### config.mk
export PLATFORM = sky130hd
export DESIGN_NAME = display_host_flat
export DESIGN_NICKNAME = d
export VERILOG_FILES = /design/src/logic/disp_pkg.sv /design/src/logic/disp_bus_if.sv /design/src/logic/display_host.sv /design/src/logic/word_fifo.sv /design/src/flat_wrapper.sv
export SDC_FILE = /design/constraint.sdc
export NUM_CORES = 1
export LEC_CHECK = 0
export ABC_AREA = 0
export BUFFER_PORTS_ARGS = -buffer_cell sky130_fd_sc_hd__clkbuf_2
export CAP_MARGIN = 20
export CORE_MARGIN = 3
export CORE_UTILIZATION = 45
export DETAILED_ROUTE_END_ITERATION = 16
export GPL_ROUTABILITY_DRIVEN = 0
export PLACE_DENSITY = 0.66
export SLEW_MARGIN = 20
export SYNTH_ARGS = -nofsm -noshare
export SYNTH_HDL_FRONTEND = slang
export SYNTH_SLANG_ARGS = --single-unit
### constraint.sdc
create_clock -name hclk -period 4.6 [get_ports hclk]
set_input_delay 0.92 -clock hclk [delete_from_list [all_inputs] [get_ports hclk]]
set_output_delay 0.92 -clock hclk [all_outputs]
set_load 0.1 [all_outputs]
### src/logic/disp_pkg.sv
package disp_pkg;

  // ----------------------------------------------------------------
  // Display organisation
  // ----------------------------------------------------------------
  localparam int N_IC    = 2;
  localparam int IC_BITS = 160;
  localparam int COLS    = 20;
  localparam int ROWS    = 8;
  localparam int CW_W    = 8;

  // ----------------------------------------------------------------
  // Refresh timing, in display clock cycles
  // ----------------------------------------------------------------
  localparam logic [5:0] ROW_LAST  = 6'h3f;  // 64 cycles per row
  localparam logic [5:0] BLANK_CYC = 6'h04;  // Blank before each row
  localparam logic [5:0] MAX_ON    = 6'h3c;  // 60 cycles at most
  localparam logic [2:0] PRE_LAST  = 3'h7;   // Divide by eight

  // PWM code to enabled cycles per row
  localparam logic [5:0] PWM_ON [16] = '{
    6'h01, 6'h02, 6'h03, 6'h04, 6'h05, 6'h06, 6'h08, 6'h0a,
    6'h0d, 6'h10, 6'h14, 6'h18, 6'h1e, 6'h24, 6'h30, 6'h3c};
  // Peak current code to percent of full scale
  localparam logic [6:0] PEAK_PCT [4] = '{7'h49, 7'h32, 7'h1f, 7'h64};

  // ----------------------------------------------------------------
  // Control word fields
  // ----------------------------------------------------------------
  localparam int CW_SEL_BIT    = 7;
  localparam int CW_PWM_LSB    = 0;
  localparam int CW_PEAK_LSB   = 4;
  localparam int CW_NORMAL_BIT = 6;
  localparam int CW1_SIMUL_BIT = 0;
  localparam int CW1_PRE_BIT   = 1;

  // ----------------------------------------------------------------
  // Pin sampling order in the display synchroniser
  // ----------------------------------------------------------------
  localparam int PIN_CE_N  = 0;
  localparam int PIN_RS    = 1;
  localparam int PIN_BL    = 2;
  localparam int PIN_RST_N = 3;
  localparam int PIN_SCLK  = 4;
  localparam int PIN_SDATA = 5;
  localparam int PIN_OSC   = 6;
  localparam int PIN_N     = 7;

  // ----------------------------------------------------------------
  // Clock and time constants
  // ----------------------------------------------------------------
  localparam int CLK_MHZ  = 100;
  localparam int HALF_NS  = 50;    // Serial clock half period
  localparam int HALF_CYC = (HALF_NS * CLK_MHZ + 999) / 1000;
  localparam int OSC_NS   = 2000;  // Internal oscillator period
  localparam int OSC_CYC  = OSC_NS * CLK_MHZ / 1000;

  // ----------------------------------------------------------------
  // Host registers
  // ----------------------------------------------------------------
  localparam logic [7:0] REG_CTRL   = 8'h00;
  localparam logic [7:0] REG_COUNT  = 8'h04;
  localparam logic [7:0] REG_DATA   = 8'h08;
  localparam logic [7:0] REG_STATUS = 8'h0c;
  localparam int CTRL_GO    = 0;
  localparam int CTRL_RS    = 1;
  localparam int CTRL_BLANK = 2;
  localparam int CTRL_RESET = 3;
  localparam int ST_BUSY    = 0;
  localparam int ST_FULL    = 1;
  localparam int ST_EMPTY   = 2;
  localparam int ST_DOUT    = 3;
  localparam int CNT_W      = 9;
  localparam logic [5:0] WORD_BITS = 6'h20;

endpackage

### src/logic/disp_bus_if.sv
`timescale 1ns/1ps
interface disp_bus_if;
  logic chip_enable_n;
  logic register_select;
  logic blank_input;
  logic disp_reset_n;
  logic serial_clk;
  logic serial_data;
  logic data_out;

  modport host
  (
    output chip_enable_n, register_select, blank_input, disp_reset_n,
    output serial_clk, serial_data,
    input  data_out
  );
  modport display
  (
    input  chip_enable_n, register_select, blank_input, disp_reset_n,
    input  serial_clk, serial_data,
    output data_out
  );
endinterface

### src/logic/display_host.sv
`timescale 1ns/1ps
module display_host #(
  parameter int HALF_CYC = disp_pkg::HALF_CYC,
  parameter int DEPTH    = 8
) (
  // Clock and reset
  input  wire logic        hclk,
  input  wire logic        hresetn,
  input  wire logic        clk_en,
  // AHB-Lite slave
  input  wire logic        hsel,
  input  wire logic [31:0] haddr,
  input  wire logic [1:0]  htrans,
  input  wire logic        hwrite,
  input  wire logic [2:0]  hsize,
  input  wire logic [31:0] hwdata,
  input  wire logic        hready,
  output logic             hreadyout,
  output logic [31:0]      hrdata,
  output logic             hresp,
  // Serial display bus
  disp_bus_if.host         bus
);
  localparam int TW = $clog2(HALF_CYC + 1);

  if (HALF_CYC < 1)
  begin : g_bad
    $error("display_host needs a half period of one cycle or more");
  end

  typedef enum logic [2:0] {
    S_IDLE   = 3'b000,
    S_SELECT = 3'b001,
    S_LOW    = 3'b010,
    S_HIGH   = 3'b011,
    S_END    = 3'b100
  } host_st_t;

  typedef struct packed {
    host_st_t                  st;
    logic                      pend_wr;
    logic [7:0]                pend_addr;
    logic                      hready;
    logic [31:0]               hrdata;
    logic                      rs;
    logic                      blank;
    logic                      rst;
    logic [disp_pkg::CNT_W-1:0] count;
    logic [disp_pkg::CNT_W-1:0] left;
    logic [TW-1:0]             timer;
    logic [31:0]               word;
    logic [5:0]                wbits;
    logic                      ce_n;
    logic                      sclk;
    logic                      sdata;
    logic                      dout1;
    logic                      dout2;
  } host_state_t;

  host_state_t q;
  host_state_t d;
  logic        push_valid;
  logic        push_ready;
  logic        pop_valid;
  logic        pop_ready;
  logic [31:0] pop_data;

  assign hreadyout           = q.hready;
  assign hrdata              = q.hrdata;
  assign hresp               = 1'b0;
  assign bus.chip_enable_n   = q.ce_n;
  assign bus.register_select = q.rs;
  assign bus.blank_input     = q.blank;
  assign bus.disp_reset_n    = !q.rst;
  assign bus.serial_clk      = q.sclk;
  assign bus.serial_data     = q.sdata;

  // Data words on their way to the serial shifter
  word_fifo #(
    .WIDTH (32),
    .DEPTH (DEPTH)
  ) u_fifo (
    .hclk      (hclk),
    .hresetn   (hresetn),
    .clk_en    (clk_en),
    .in_valid  (push_valid),
    .in_ready  (push_ready),
    .in_data   (hwdata),
    .out_valid (pop_valid),
    .out_ready (pop_ready),
    .out_data  (pop_data)
  );

  // Bus decode, register writes and serial sequencer
  always_comb
  begin
    d          = q;
    push_valid = 1'b0;
    pop_ready  = 1'b0;
    d.dout1    = bus.data_out;
    d.dout2    = q.dout1;
    // Data phase of a pending write
    if (q.pend_wr)
    begin
      if (q.pend_addr == disp_pkg::REG_DATA)
      begin
        push_valid = 1'b1;
        if (push_ready)
        begin
          d.pend_wr = 1'b0;
          d.hready  = 1'b1;
        end
      end
      else
      begin
        d.pend_wr = 1'b0;
        if (q.pend_addr == disp_pkg::REG_CTRL)
        begin
          d.rs    = hwdata[disp_pkg::CTRL_RS];
          d.blank = hwdata[disp_pkg::CTRL_BLANK];
          d.rst   = hwdata[disp_pkg::CTRL_RESET];
          if (hwdata[disp_pkg::CTRL_GO] && q.st == S_IDLE && q.count != '0)
          begin
            d.st    = S_SELECT;
            d.left  = q.count;
            d.timer = TW'(HALF_CYC);
          end
        end
        else if (q.pend_addr == disp_pkg::REG_COUNT)
        begin
          d.count = hwdata[disp_pkg::CNT_W-1:0];
        end
      end
    end
    // Address phase
    if (hsel && htrans[1] && hready)
    begin
      d.hrdata = '0;
      if (hwrite)
      begin
        d.pend_wr   = 1'b1;
        d.pend_addr = haddr[7:0];
        d.hready    = (haddr[7:0] != disp_pkg::REG_DATA);
      end
      else if (haddr[7:0] == disp_pkg::REG_CTRL)
      begin
        d.hrdata[disp_pkg::CTRL_RS]    = q.rs;
        d.hrdata[disp_pkg::CTRL_BLANK] = q.blank;
        d.hrdata[disp_pkg::CTRL_RESET] = q.rst;
      end
      else if (haddr[7:0] == disp_pkg::REG_COUNT)
      begin
        d.hrdata[disp_pkg::CNT_W-1:0] = q.count;
      end
      else if (haddr[7:0] == disp_pkg::REG_STATUS)
      begin
        d.hrdata[disp_pkg::ST_BUSY]  = (q.st != S_IDLE);
        d.hrdata[disp_pkg::ST_FULL]  = !push_ready;
        d.hrdata[disp_pkg::ST_EMPTY] = !pop_valid;
        d.hrdata[disp_pkg::ST_DOUT]  = q.dout2;
      end
    end

    // Serial sequencer: half-period timer paces every edge
    if (q.timer != '0)
    begin
      d.timer = q.timer - 1'b1;
    end
    unique case (q.st)
      S_IDLE:
      begin
        d.ce_n = 1'b1;
      end
      S_SELECT:
      begin
        // Select line settled, now lower chip enable
        if (q.timer == '0)
        begin
          d.ce_n  = 1'b0;
          d.st    = S_LOW;
          d.timer = TW'(HALF_CYC);
        end
      end
      S_LOW:
      begin
        if (q.wbits == '0)
        begin
          pop_ready = 1'b1;
          if (pop_valid)
          begin
            d.word  = pop_data;
            d.wbits = disp_pkg::WORD_BITS;
            d.sdata = pop_data[31];
            d.timer = TW'(HALF_CYC);
          end
        end
        else if (q.timer == '0)
        begin
          d.sclk  = 1'b1;
          d.st    = S_HIGH;
          d.timer = TW'(HALF_CYC);
        end
      end
      S_HIGH:
      begin
        if (q.timer == '0)
        begin
          d.sclk  = 1'b0;
          d.word  = {q.word[30:0], 1'b0};
          d.sdata = q.word[30];
          d.wbits = q.wbits - 1'b1;
          d.left  = q.left - 1'b1;
          d.timer = TW'(HALF_CYC);
          d.st    = S_LOW;
          if (q.left == disp_pkg::CNT_W'(1))
          begin
            d.ce_n = 1'b1;
            d.st   = S_END;
          end
        end
      end
      S_END:
      begin
        // Clock low, chip enable high: display latches
        if (q.timer == '0)
        begin
          d.wbits = '0;
          d.sdata = 1'b0;
          d.st    = S_IDLE;
        end
      end
      default:
      begin
        d.st = S_IDLE;
      end
    endcase
  end

  // State register
  always_ff @(posedge hclk or negedge hresetn)
  begin
    if (!hresetn)
    begin
      q        <= '0;
      q.st     <= S_IDLE;
      q.hready <= 1'b1;
      q.ce_n   <= 1'b1;
      q.rst    <= 1'b1;
    end
    else if (clk_en)
    begin
      q <= d;
    end
  end
endmodule // display_host

### src/logic/word_fifo.sv
`timescale 1ns/1ps
module word_fifo #(
  parameter int WIDTH = 32,
  parameter int DEPTH = 8
) (
  // Clock and reset
  input  wire logic             hclk,
  input  wire logic             hresetn,
  input  wire logic             clk_en,
  // Fill side
  input  wire logic             in_valid,
  output logic                  in_ready,
  input  wire logic [WIDTH-1:0] in_data,
  // Drain side
  output logic                  out_valid,
  input  wire logic             out_ready,
  output logic [WIDTH-1:0]      out_data
);
  localparam int PW = (DEPTH > 1) ? $clog2(DEPTH) : 1;

  if (DEPTH < 2 || WIDTH < 1)
  begin : g_bad
    $error("word_fifo needs DEPTH of two or more");
  end

  typedef struct packed {
    logic [DEPTH-1:0][WIDTH-1:0] mem;
    logic [PW-1:0]               rd;
    logic [PW-1:0]               wr;
    logic [PW:0]                 cnt;
  } fifo_t;

  fifo_t q;
  fifo_t d;
  logic  push;
  logic  pop;

  assign in_ready  = (q.cnt != (PW+1)'(DEPTH));
  assign out_valid = (q.cnt != '0);
  assign out_data  = q.mem[q.rd];

  // Pointer and count update
  always_comb
  begin
    d    = q;
    push = in_valid && in_ready;
    pop  = out_valid && out_ready;
    if (push)
    begin
      d.mem[q.wr] = in_data;
      d.wr = (q.wr == PW'(DEPTH - 1)) ? '0 : q.wr + 1'b1;
    end
    if (pop)
    begin
      d.rd = (q.rd == PW'(DEPTH - 1)) ? '0 : q.rd + 1'b1;
    end
    if (push && !pop)
    begin
      d.cnt = q.cnt + 1'b1;
    end
    else if (pop && !push)
    begin
      d.cnt = q.cnt - 1'b1;
    end
  end

  // State register
  always_ff @(posedge hclk or negedge hresetn)
  begin
    if (!hresetn)
    begin
      q <= '0;
    end
    else if (clk_en)
    begin
      q <= d;
    end
  end
endmodule // word_fifo

### src/flat_wrapper.sv
// flat-port wrapper written by rule: the top's interface ports become plain ports
module display_host_flat 
#(
  parameter int HALF_CYC = disp_pkg::HALF_CYC,
  parameter int DEPTH    = 8
)
  (hclk, hresetn, clk_en, hsel, haddr, htrans, hwrite, hsize, hwdata, hready, hreadyout, hrdata, hresp, bus_chip_enable_n, bus_register_select, bus_blank_input, bus_disp_reset_n, bus_serial_clk, bus_serial_data, bus_data_out);
  disp_bus_if bus_i ();
  input  wire logic hclk;
  input  wire logic hresetn;
  input  wire logic clk_en;
  input  wire logic hsel;
  input  wire logic [31:0] haddr;
  input  wire logic [1:0] htrans;
  input  wire logic hwrite;
  input  wire logic [2:0] hsize;
  input  wire logic [31:0] hwdata;
  input  wire logic hready;
  output logic hreadyout;
  output logic [31:0] hrdata;
  output logic hresp;
  output wire logic [$bits(bus_i.chip_enable_n)-1:0] bus_chip_enable_n;
  output wire logic [$bits(bus_i.register_select)-1:0] bus_register_select;
  output wire logic [$bits(bus_i.blank_input)-1:0] bus_blank_input;
  output wire logic [$bits(bus_i.disp_reset_n)-1:0] bus_disp_reset_n;
  output wire logic [$bits(bus_i.serial_clk)-1:0] bus_serial_clk;
  output wire logic [$bits(bus_i.serial_data)-1:0] bus_serial_data;
  input wire logic [$bits(bus_i.data_out)-1:0] bus_data_out;
  assign bus_chip_enable_n = bus_i.chip_enable_n;
  assign bus_register_select = bus_i.register_select;
  assign bus_blank_input = bus_i.blank_input;
  assign bus_disp_reset_n = bus_i.disp_reset_n;
  assign bus_serial_clk = bus_i.serial_clk;
  assign bus_serial_data = bus_i.serial_data;
  assign bus_i.data_out = bus_data_out;
  display_host #(.HALF_CYC(HALF_CYC), .DEPTH(DEPTH)) u_core (.hclk(hclk), .hresetn(hresetn), .clk_en(clk_en), .hsel(hsel), .haddr(haddr), .htrans(htrans), .hwrite(hwrite), .hsize(hsize), .hwdata(hwdata), .hready(hready), .hreadyout(hreadyout), .hrdata(hrdata), .hresp(hresp), .bus(bus_i));
endmodule
==> flow_summary.toml <==
[run_status]
outcome = "complete, no violations"

[die]
rows = 69
dieHeight_um = 198.7
fp.dieW_um = 198.7
start_util_pct = 46.30
die_area_sq_um = 39480
coreArea_sq_um = 36090
io_pins = 116

[finish]
n_fill_cell = 3062
syn2layout_area_growth_pct = 11.54
drive_gt1_share_pct = 43.05
regMostFlops = "u_core.u_fifo.q"
final_cell_mix = "348 x dfrtp_1, 279 x mux2_2, 64 x mux4_2, 62 x clkbuf_2, 54 x nor2_1"
final_area_sq_um = 18640
largest_reg_flops = 266
n_antenna_cell = 0
final_common_cell = "dfrtp_1"
final_nets = 1327
finalCoreUtilization_pct = 51.65

[critical_path]
reg2reg_to = "u_core.u_fifo.q[3]"
required_ns = 5.00
crit_path_start_kind = "flop"
reg2reg_slack_ns = 1.13
crit_fanout = 6
arrival_ns = 3.87
crit_end = "u_core.u_fifo.q[3]"
r2r_cells = 13
worstReg2RegStart = "u_core.q[5]"
crit_start = "u_core.q[5]"
cp-end-kind = "flop"
worst-setup-path-type = "flop to flop"

[yosys]
synth_top_area_share_pct = 52.56
seq_area_frac_synth_pct = 53.04
ys_ff_latch = 354
synthDistinctLibCells = 69
async_reset_ff_share_pct = 100.0
syn_area_sq_um = 16710
synth.avg_cell_area_sq_um = 13.92
synthCells = 1200
synth_largest_area_cell = "dfrtp_1"
synth_area_leaders = "dfrtp_1 53%, mux2_2 19%, mux4_2 8.6%"
synth_edf_count = 0
yosys_most_used_dff = "dfrtp_1"
yosys_warnings = 0

[clock_network]
clock_sinks = 354
post_cts.repair.setup_buffers = 0
clk_pin_slew_ns = 0.05
holdBufCountCts = 0
clkLatencyLatePin_ns = 0.54
htree_num_levels = 2
numCtsBuffers = 38
clock_path_buffers = 3
cts_resized = 0
cts_tree = "yes"
cts_root_buf = "clkbuf_16"

[sta]
fin_crit_ns = 3.470
tightest_slew_ns = 1.100
tns_ns = 0
setup_violations = 0
rsz0062_at_grt = "false"
fin_skew_ns = 0.01811
slew_viol_final = 0
max_freq_mhz = 288.2
hold_viol_final = 0
relSlewSlack_pct = 26.70
fin_crit_sh_pct = 75.42

[detailed_routing]
viasPerCell = 5.759
dr.pass1.iters = 5
finalWirelength_um = 34990
drtIter0Drc = 637
wire_per_inst_um = 20.26
vias = 9946
route.detailed.drc = 0
antenna_left = 0

[global_routing]
antenna_found_initial = 0
gr-total-overflow = 0
grt_max_degree = 105
first_global_vias = 10350
grtUsageTotal_pct = 18.19
grt_pass1_wl_um = 57190

[pwr]
vdd_drop_max_uv = 334.9
p_leak_nw = 8.868
p_per_area_nw_per_um2 = 462.2

[place]
dp_hpwl_um = 21620
place_area_sq_um = 17340
place.port_buffers = 63

[hold_path]
min_path_type = "input port to async pin"

[flow_run]
cap_violations = 0
## cell families after synthesis
group,Yosys count,synth area share (%)
simple gates,170,5.234
other cells,1,0.02244
xor+xnor,4,0.2097
compound gates,148,5.758
buf+inv,131,4.201
mux,379,30.52
flops,354,53.04
fa+ha+maj,13,1.018
## Yosys cell counts (3+ instances only)
cell type	number
mux2_4	30
nor4_1	10
nand4_1	3
a31oi_1	4
nor4b_1	5
a21o_1	4
dfrtp_1	351
o21ai_0	24
mux4_2	64
a22o_1	8
buf_6	4
o211ai_1	4
or4_1	4
nand2b_1	5
or3_1	5
o31ai_1	3
nor3_1	12
and3_1	5
xnor2_1	3
a22oi_1	34
nand2_1	31
nand3_1	12
ha_1	12
buf_4	38
inv_1	20
nor2b_1	4
buf_1	5
a21oi_1	46
o22ai_1	3
clkbuf_1	34
nor2_1	57
buf_2	30
mux2_2	279
mux2_1	5
dfstp_2	3
## how the worst min path moves through the flow
stage                                       to  slack (ns)  cells after the start
after CTS                     u_core.hrdata[3]        0.48                      2
after global placement    u_core.u_fifo.q[113]        0.46                      1
after floorplan               u_core.hrdata[1]        0.45                      2
after detailed placement      u_core.hrdata[3]        0.47                      2
after global routing        u_core.u_fifo.q[1]        0.50                      1
final                       u_core.u_fifo.q[1]        0.44                      1
## critical path: stages, from the launching register on
cell and delay (ns):
dfrtp_1 0.41, inv_1 0.07, ha_1 0.20, or3b_2 0.50, nor4_1 0.65, nand2_1 0.20, ha_1 0.27, inv_1 0.12
ha_1 0.24, a21o_1 0.17, a21oi_1 0.17, xnor2_1 0.13, nor2_1 0.06, xor2_1 0.14
## per-layer routing
metal | vias to the layer above | GRT usage [%] | wire, um
met4 | 0 | 4.086 | 503
met2 | 191 | 29.05 | 16390
met5 | - | 0 | 0
met1 | 5246 | 26.58 | 16670
li1 | 4464 | - | -
met3 | 45 | 2.812 | 1434
## final cells by class
class                           count  area (sq um)  share of cell area, %
Multi-Input combinational cell    738          7292                  39.12
Clock inverter                     18         224.0                  1.202
Tap cell                          461         576.8                  3.095
Timing Repair Buffer               86         535.5                  2.873
Clock buffer                       50          1066                  5.720
Inverter                           20         75.07                 0.4028
Sequential cell                   354          8869                  47.58
## stage by stage
stage / hold slack [ns] / instances / total power [mW] / setup slack [ns]
global placement: 0.4628 / 1659 / 5.506 / 1.257
finish: 0.4411 / 1727 / 8.614 / 1.130
detailed placement: 0.4711 / 1659 / 5.552 / 1.259
CTS: 0.4844 / 1727 / 8.721 / 1.228
global route: 0.4974 / 1727 / 9.045 / 0.8796
floorplan: 0.4510 / 1223 / 5.065 / 1.615
## report_power, final
part / switching (mW) / total [mW] / internal [mW]
Sequential: 0.399 / 3.81 / 3.41
Clock: 1.26 / 3.13 / 1.87
Combinational: 1.01 / 1.68 / 0.665
Power figures use the tool's default switching activity.
